==> config.mk <==
export PLATFORM = sky130hd
export DESIGN_NAME = gate_output_cond
export DESIGN_NICKNAME = d
export VERILOG_FILES = /design/src/include/gate_cond_pkg.sv /design/src/core/gate_output_cond.sv
export SDC_FILE = /design/constraint.sdc
export NUM_CORES = 1
export LEC_CHECK = 0
export BUFFER_PORTS_ARGS = -buffer_cell sky130_fd_sc_hd__buf_4
export CAP_MARGIN = 10
export CORE_UTILIZATION = 40
export CTS_BUF_LIST = sky130_fd_sc_hd__clkbuf_4 sky130_fd_sc_hd__clkbuf_8 sky130_fd_sc_hd__clkbuf_16
export DETAILED_ROUTE_END_ITERATION = 7
export GPL_TIMING_DRIVEN = 0
export PLACE_DENSITY_LB_ADDON = 0.08
export SYNTH_ARGS = -nofsm -noshare
export SYNTH_HDL_FRONTEND = slang
export SYNTH_SLANG_ARGS = --single-unit
==> constraint.sdc <==
create_clock -name clk_i -period 7.45 [get_ports clk_i]
set_input_delay 0.745 -clock clk_i [delete_from_list [all_inputs] [get_ports clk_i]]
set_output_delay 0.745 -clock clk_i [all_outputs]
set_load 0.02 [all_outputs]
==> src/include/gate_cond_pkg.sv <==
/*
  Constants for the gate output conditioning block: register offsets,
  field positions, reset values and dead-time timing.
  Assumes a 32-bit APB slave with one aligned word per register.
*/
package gate_cond_pkg;
    localparam logic [7:0] OFS_MASK_EN = 8'h00;
    localparam logic [7:0] OFS_MASK_VAL = 8'h04;
    localparam logic [7:0] OFS_DEAD_TIME = 8'h08;
    localparam logic [7:0] OFS_POLARITY = 8'h0C;
    localparam logic [7:0] OFS_MODE_CTRL = 8'h10;
    localparam logic [7:0] OFS_HALL_DATA = 8'h14;
    localparam logic [7:0] OFS_STATUS = 8'h18;
    localparam int CHAN_W = 6;
    localparam logic [5:0] RST_MASK = 6'h00;
    localparam logic [7:0] RST_DEAD = 8'h00;
    localparam logic [5:0] RST_POL = 6'h00;
    // Dead-time register fields
    localparam int DT_CLK_MSB = 7;
    localparam int DT_CLK_LSB = 6;
    localparam int DT_EN_BIT = 5;
    localparam int DT_CNT_MSB = 4;
    // Mode control fields
    localparam int MODE_MASK_SEL = 0;
    localparam int MODE_BRAKE = 1;
    localparam int MODE_FAULT_SEL = 2;
    localparam int MODE_HALL_IN = 3;
    localparam int MODE_OUT_EN = 4;
    localparam logic [4:0] RST_MODE = 5'h00;
    // Channel index of each high side; low side is index plus one
    localparam logic [5:0] HIGH_SIDES = 6'h15;
    localparam logic [5:0] LOW_SIDES = 6'h2A;
endpackage

==> src/core/gate_output_cond.sv <==
/*
  Gate output conditioning: masking, protection and brake overrides,
  rising-edge dead time, staggered pair guard and pin polarity, plus
  the Hall decoder input source select. APB slave for the registers.
  Assumes pwm and hall inputs are synchronous to clk_i except the
  hall sensor and alt pins and the protect pin, which are synchronised here.
*/
// Added by the designer: the register offsets and register access over APB.
`timescale 1ns/1ps
`default_nettype none
// Behaviour
// - Mask enable set: channel driven by its mask data, PWM blocked
// - Mask enable clear: PWM passes unchanged
// - Mask data 0 drives low, 1 drives high, only when masked
// - Brake wins all: high sides 0, low sides 1
// - Protect with select 0: all outputs 0, free running
// - Protect with select 1: high sides 0, low sides 1
// - Dead time delays every rising edge of each output
// - Falling edges pass with no delay
// - Clock select 00/01/10/11 gives system clock divided by 1/2/4/8
// - Dead time enable bit 0 disables, 1 enables insertion
// - Dead time is count plus one dead-time clock periods
// - Pair with both sides high is forced to both 0
// - Polarity bit 1 inverts its pin, bit 0 is phase A high
// - After reset all six gate pins are high impedance
// - Hall mode 1: decoder takes the sensor inputs via source select
// - Hall mode 0: decoder takes software hall values
// - Upper bits 7 and 6 of mask and polarity registers read 0
// - Software mask path used only when mask mode select is 1
// - Both of a pair masked with data 1 forces the pair to 0
// - Fault select 0 gives all 0, 1 gives brake pattern
module gate_output_cond #(
    parameter int CHANNELS = 6
) (
    // Clock and reset
    input wire logic clk_i,
    input wire logic rst_i,
    // APB slave
    input wire logic psel_i,
    input wire logic penable_i,
    input wire logic pwrite_i,
    input wire logic [7:0] paddr_i,
    input wire logic [31:0] pwdata_i,
    input wire logic [3:0] pstrb_i,
    output logic [31:0] prdata_o,
    output logic pready_o,
    output logic pslverr_o,
    // PWM and hardware mask sources, channel 0 is phase A high
    input wire logic [5:0] pwm_gen_i,
    input wire logic [5:0] hw_mask_i,
    // Protection event, asynchronous pin
    input wire logic protect_i,
    // Hall sources
    input wire logic [2:0] hall_sensor_inputs_i,
    input wire logic [2:0] hall_alt_inputs_i,
    input wire logic hall_src_sel_i,
    output logic [2:0] hall_decoder_o,
    // Gate pins, order a_high a_low b_high b_low c_high c_low
    output logic [5:0] gate_pin_o,
    output logic [5:0] gate_pin_oe_o
);
    logic [5:0] mask_enable_reg;
    logic [5:0] mask_value_reg;
    logic [7:0] dead_time_reg;
    logic [5:0] polarity_reg;
    logic [4:0] mode_reg;
    logic [2:0] soft_hall_values;
    logic [5:0] drv_masked;
    logic [5:0] drv_override;
    logic [5:0] dt_out;
    logic [5:0] stagger_out;
    logic [5:0] pin_q;
    logic [2:0] hall_meta;
    logic [2:0] hall_sync;
    logic [2:0] alt_meta;
    logic [2:0] alt_sync;
    logic [1:0] prot_meta;
    logic prot_sync;
    logic [2:0] prescale;
    logic dt_tick;
    logic [1:0] dt_sel;
    logic [5:0] dt_busy;
    logic [5:0] [4:0] dt_cnt;
    logic [5:0] dt_prev;
    logic wr_en;
    logic [31:0] next_rdata;

    function automatic logic [5:0] pair_conflict(input logic [5:0] v);
        logic [5:0] r;
        r = '0;
        for (int p = 0; p < 3; p++) begin
            r[2*p] = v[2*p] & v[2*p+1];
            r[2*p+1] = v[2*p] & v[2*p+1];
        end
        return r;
    endfunction

    // APB: zero wait states, unmapped addresses read 0 and raise pslverr
    assign pready_o = 1'b1;
    assign wr_en = psel_i & penable_i & pwrite_i & pstrb_i[0];

    function automatic logic mapped(input logic [7:0] a);
        return a == gate_cond_pkg::OFS_MASK_EN || a == gate_cond_pkg::OFS_MASK_VAL ||
            a == gate_cond_pkg::OFS_DEAD_TIME || a == gate_cond_pkg::OFS_POLARITY ||
            a == gate_cond_pkg::OFS_MODE_CTRL || a == gate_cond_pkg::OFS_HALL_DATA ||
            a == gate_cond_pkg::OFS_STATUS;
    endfunction

    assign pslverr_o = psel_i & penable_i & ~mapped(paddr_i);

    always_ff @(posedge clk_i or posedge rst_i) begin
        if (rst_i) begin
            mask_enable_reg <= gate_cond_pkg::RST_MASK;
            mask_value_reg <= gate_cond_pkg::RST_MASK;
            dead_time_reg <= gate_cond_pkg::RST_DEAD;
            polarity_reg <= gate_cond_pkg::RST_POL;
            mode_reg <= gate_cond_pkg::RST_MODE;
            soft_hall_values <= 3'h0;
        end else if (wr_en) begin
            unique case (paddr_i)
                gate_cond_pkg::OFS_MASK_EN: mask_enable_reg <= pwdata_i[5:0];
                gate_cond_pkg::OFS_MASK_VAL: mask_value_reg <= pwdata_i[5:0];
                gate_cond_pkg::OFS_DEAD_TIME: dead_time_reg <= pwdata_i[7:0];
                gate_cond_pkg::OFS_POLARITY: polarity_reg <= pwdata_i[5:0];
                gate_cond_pkg::OFS_MODE_CTRL: mode_reg <= pwdata_i[4:0];
                gate_cond_pkg::OFS_HALL_DATA: soft_hall_values <= pwdata_i[2:0];
                default: ;
            endcase
        end
    end

    always_comb begin
        next_rdata = 32'h0000_0000;
        unique case (paddr_i)
            gate_cond_pkg::OFS_MASK_EN: next_rdata[5:0] = mask_enable_reg;
            gate_cond_pkg::OFS_MASK_VAL: next_rdata[5:0] = mask_value_reg;
            gate_cond_pkg::OFS_DEAD_TIME: next_rdata[7:0] = dead_time_reg;
            gate_cond_pkg::OFS_POLARITY: next_rdata[5:0] = polarity_reg;
            gate_cond_pkg::OFS_MODE_CTRL: next_rdata[4:0] = mode_reg;
            gate_cond_pkg::OFS_HALL_DATA: next_rdata[2:0] = soft_hall_values;
            gate_cond_pkg::OFS_STATUS: next_rdata[15:0] = {prot_sync, hall_decoder_o, pin_q, dt_busy};
            default: next_rdata = 32'h0000_0000;
        endcase
    end

    // Read data registered in the setup cycle so it is stable in access
    always_ff @(posedge clk_i or posedge rst_i) begin
        if (rst_i) begin
            prdata_o <= 32'h0000_0000;
        end else if (psel_i & ~penable_i & ~pwrite_i) begin
            prdata_o <= next_rdata;
        end
    end

    // Two-flop synchronisers for pins
    always_ff @(posedge clk_i or posedge rst_i) begin
        if (rst_i) begin
            hall_meta <= 3'h0;
            hall_sync <= 3'h0;
            alt_meta <= 3'h0;
            alt_sync <= 3'h0;
            prot_meta <= 2'h0;
        end else begin
            hall_meta <= hall_sensor_inputs_i;
            hall_sync <= hall_meta;
            alt_meta <= hall_alt_inputs_i;
            alt_sync <= alt_meta;
            prot_meta <= {prot_meta[0], protect_i};
        end
    end
    assign prot_sync = prot_meta[1];

    // Hall decoder input source
    always_ff @(posedge clk_i or posedge rst_i) begin
        if (rst_i) begin
            hall_decoder_o <= 3'h0;
        end else if (mode_reg[gate_cond_pkg::MODE_HALL_IN]) begin
            hall_decoder_o <= hall_src_sel_i ? alt_sync : hall_sync;
        end else begin
            hall_decoder_o <= soft_hall_values;
        end
    end

    // Masking then protection then brake
    always_comb begin
        if (mode_reg[gate_cond_pkg::MODE_MASK_SEL]) begin
            for (int c = 0; c < 6; c++) begin
                drv_masked[c] = mask_enable_reg[c] ? mask_value_reg[c] : pwm_gen_i[c];
            end
            drv_masked = drv_masked & ~pair_conflict(mask_enable_reg & mask_value_reg);
        end else begin
            drv_masked = hw_mask_i;
        end
        drv_override = drv_masked;
        if (prot_sync) begin
            drv_override = mode_reg[gate_cond_pkg::MODE_FAULT_SEL] ?
                gate_cond_pkg::LOW_SIDES : 6'h00;
        end
        if (mode_reg[gate_cond_pkg::MODE_BRAKE]) begin
            drv_override = gate_cond_pkg::LOW_SIDES;
        end
    end

    // Dead-time clock tick: system clock divided by 1, 2, 4 or 8
    always_ff @(posedge clk_i or posedge rst_i) begin
        if (rst_i) begin
            prescale <= 3'h0;
        end else begin
            prescale <= prescale + 3'h1;
        end
    end
    assign dt_sel = dead_time_reg[gate_cond_pkg::DT_CLK_MSB:gate_cond_pkg::DT_CLK_LSB];
    always_comb begin
        unique case (dt_sel)
            2'b00: dt_tick = 1'b1;
            2'b01: dt_tick = prescale[0] == 1'b1;
            2'b10: dt_tick = prescale[1:0] == 2'h3;
            default: dt_tick = prescale == 3'h7;
        endcase
    end

    // A rising edge starts a count of count+1 ticks; a fall cancels it at once.
    // Delay is up to one tick coarse because ticks are free running.
    generate
        for (genvar g = 0; g < 6; g++) begin : g_dead
            always_ff @(posedge clk_i or posedge rst_i) begin
                if (rst_i) begin
                    dt_busy[g] <= 1'b0;
                    dt_cnt[g] <= 5'h00;
                    dt_prev[g] <= 1'b0;
                end else begin
                    dt_prev[g] <= drv_override[g];
                    if (!drv_override[g]) begin
                        dt_busy[g] <= 1'b0;
                    end else if (!dt_prev[g] && dead_time_reg[gate_cond_pkg::DT_EN_BIT]) begin
                        dt_busy[g] <= 1'b1;
                        dt_cnt[g] <= dead_time_reg[gate_cond_pkg::DT_CNT_MSB:0];
                    end else if (dt_busy[g] && dt_tick) begin
                        if (dt_cnt[g] == 5'h00) begin
                            dt_busy[g] <= 1'b0;
                        end else begin
                            dt_cnt[g] <= dt_cnt[g] - 5'h01;
                        end
                    end
                end
            end
            assign dt_out[g] = drv_override[g] & ~dt_busy[g] &
                ~(~dt_prev[g] & dead_time_reg[gate_cond_pkg::DT_EN_BIT]);
        end
    endgenerate

    assign stagger_out = dt_out & ~pair_conflict(dt_out);

    // Pins are registered; output enable set by software, clear after reset
    always_ff @(posedge clk_i or posedge rst_i) begin
        if (rst_i) begin
            pin_q <= 6'h00;
        end else begin
            pin_q <= stagger_out ^ polarity_reg;
        end
    end
    assign gate_pin_o = pin_q;
    assign gate_pin_oe_o = {6{mode_reg[gate_cond_pkg::MODE_OUT_EN]}};
endmodule
`default_nettype wire

==> results.py <==
metrics = {
    "cells_and_area": {
        "nets": 758,
        "drive_gt1_share_pct": 27.6,
        "fillCellCount": 1328,
        "fin_cells": 872,
        "largest_reg_flops": 30,
        "diodes": 0,
        "areaGrowthSynthToFinish_pct": 24.5,
    },
    "synth": {
        "synth_top_area_cell": "dfrtp_1",
        "synth-async-reset-ratio_pct": 100,
        "avgSynthCellArea_um2": 10.6,
        "syn_area_um2": 6040,
        "synth_top_area_share_pct": 48.9,
        "synth_edf_count": 0,
        "synth_area_leaders": "dfrtp_1 (49%), mux2_2 (6.3%), a21oi_1 (3.1%)",
        "ys.flop_type": "dfrtp_1",
        "yosys_warnings": 0,
        "ys_types": 62,
        "seq_area_frac_synth_pct": 48.9,
        "ys_ff_latch": 118,
        "synthCells": 568,
    },
    "routing": {
        "antenna_left": 0,
        "drt_first_pass_iters": 7,
        "drt_iter0_markers": 313,
        "wl_mm": 15.8,
        "wl_per_cell_um": 18.1,
        "route.detailed.drc": 12,
        "via_count": 4750,
        "via_per_inst": 5.45,
    },
    "worst_setup_path": {
        "r2r-start": "prescale[0]",
        "crit_required_ns": 6.70,
        "reg2reg_depth": 7,
        "worstPathArrival_ns": 2.11,
        "crit_path_end_kind": "primary output",
        "worstSetupStartpointType": "input port",
        "critPathKind": "input port to primary output",
        "critPathMaxFanout": 10,
        "rrSetupSlack_ns": 5.07,
        "worst_r2r_endpoint": "dt_cnt[18]",
    },
    "min_path": {
        "min_path_type": "flop to flop",
        "worstHoldEndpoint": "alt_sync[1]",
        "hold_depth": 0,
        "hp-start": "alt_meta[1]",
    },
    "run_status": {
        "failed_checks": "design-rule violations",
        "outcome": "finished, violations left",
    },
    "sta": {
        "whs_ns": 0.347,
        "post-route-min-period_ns": 2.86,
        "slew-limit-headroom_pct": 46.9,
        "fmax_mhz": 350,
        "fin_skew_ns": 0.00801,
        "finalCritPeriodShare_pct": 38.3,
        "finalHoldViolCount": 0,
        "setup_tns_ns": 0,
        "worstMarginPinSlew_ns": 0.796,
        "rsz0062_at_grt": "no",
        "setup_violations": 0,
        "slew_viol_final": 0,
    },
    "place": {
        "portBuffers": 72,
        "place_inst": 840,
        "gp_congestion": 0.794,
        "hpwl_mm": 11.5,
    },
    "clock_network": {
        "cts_buffers": 17,
        "cts-root-buf": "clkbuf_16",
        "clock-sinks": 118,
        "insertion_delay_ns": 0.42,
        "clk_path_buf_depth": 2,
        "post_cts_resized": 0,
        "hold_buffers": 0,
        "clk_pin_slew_worst_paths_ns": 0.06,
        "cts.htree.levels": 4,
        "tritoncts": "built",
        "postCtsSetupRepairBufs": 0,
    },
    "pwr": {
        "leakage_nw": 3.60,
        "vdd_drop_max_mv": 0.169,
        "power_density_nw_per_um2": 220,
    },
    "flow_run": {
        "drv_cap": 0,
    },
    "global_route": {
        "grt_pass1_vias": 4877,
        "antenna_found_initial": 0,
        "grt_max_degree": 61,
        "overflow": 0,
        "grt_use_total_pct": 21.6,
        "grt_pass1_wl_mm": 25.6,
    },
    "floorplanning": {
        "die_y_um": 125,
        "die_area_um2": 15600,
        "die_x_um": 125,
        "design.core.area_um2": 14600,
        "fp-row-count": 44,
        "pin_count": 118,
        "initial_core_util_pct": 41.2,
    },
}
==> cell type report <==
| class | count | area (um^2) | area share, % |
|---|---|---|---|
| well taps | 184 | 230 | 3.06 |
| inverters | 30 | 118 | 1.56 |
| clock inverters | 15 | 195 | 2.60 |
| flip-flops and latches | 118 | 2950 | 39.3 |
| plain buffers | 47 | 272 | 3.61 |
| clock buffers | 17 | 425 | 5.66 |
| repair buffers | 73 | 568 | 7.56 |
| multi-input cells | 388 | 2760 | 36.7 |
==> worst max-delay path by stage <==
stage / from / endpoint / slack [ns] / cells past startpoint
2_1_floorplan: rst_i / alt_meta[0] / 3.58 / 1
3_3_place_gp: rst_i / dt_cnt[16] / 2.12 / 2
3_5_place_dp: paddr_i[3] / pslverr_o / 4.61 / 6
4_1_cts: paddr_i[3] / pslverr_o / 4.60 / 6
5_1_grt: paddr_i[3] / pslverr_o / 4.49 / 6
6_report: paddr_i[3] / pslverr_o / 4.59 / 6
==> critical path, stage by stage <==
cell	delay (ns)
buf_4	0.08
clkbuf_1	0.41
buf_2	0.36
nand3_1	0.15
a21oi_1	0.19
buf_4	0.16
==> metrics by stage <==
stage	util (%)	setup slack, ns	cell area [um^2]	power [mW]
finish	51.3	4.59	7520	1.66
detailed placement	47.1	4.61	6900	0.804
global placement	46.9	2.12	6860	0.799
CTS	51.3	4.60	7520	1.67
floorplan	-	3.58	6090	0.753
global route	51.3	4.49	7520	1.71
==> layout by cell type, fill, tap and decap left out, types with 7 or more instances in the layout <==
cell type and instances:
conb_1 17, a21oi_1 37, buf_4 95, nand3_1 12, a22o_1 8, clkbuf_16 17, clkbuf_1 15, nand4_1 8
nand2_1 40, o22ai_1 19, nor2b_1 8, mux2_2 34, o21ai_0 37, dfrtp_1 118, a2bb2oi_1 7, ha_1 14
buf_2 7, nor2_1 30, mux2i_1 12, inv_1 29
==> routing by layer <==
metal | track usage [%] | routed length [um] | up-vias | part of all wire (%)
met5 | 0 | 0 | - | 0
met4 | 7.25 | 219 | 0 | 1.4
met3 | 4.68 | 689 | 16 | 4.4
met2 | 34.3 | 7440 | 108 | 47
met1 | 29.4 | 7410 | 2360 | 47
li1 | - | - | 2266 | -
==> synth_stat cells (8+ instances only) <==
cell / n
dfrtp_1: 118
nand2_1: 40
a21oi_1: 37
o21ai_0: 37
mux2_2: 34
inv_1: 30
nor2_1: 30
buf_4: 23
o22ai_1: 19
clkbuf_1: 15
ha_1: 14
mux2i_1: 12
nand3_1: 12
a22o_1: 8
nand4_1: 8
nor2b_1: 8
==> logic make-up (layout without fill, tap and decap cells) <==
group | Yosys count | after routing | synth area share (%)
xor+xnor | 6 | 6 | 0.871
fa+ha+maj | 14 | 14 | 2.90
compound gates | 159 | 159 | 18.2
flops | 118 | 118 | 48.9
other cells | 2 | 17 | 0.124
buf+inv | 77 | 182 | 6.36
simple gates | 140 | 140 | 12.2
mux | 52 | 52 | 10.4
==> power by group <==
part / internal [mW] / switching (mW)
clock: 0.534 / 0.329
combinational: 0.0503 / 0.0718
sequential: 0.658 / 0.0122
(Power assumes the default switching activity.)
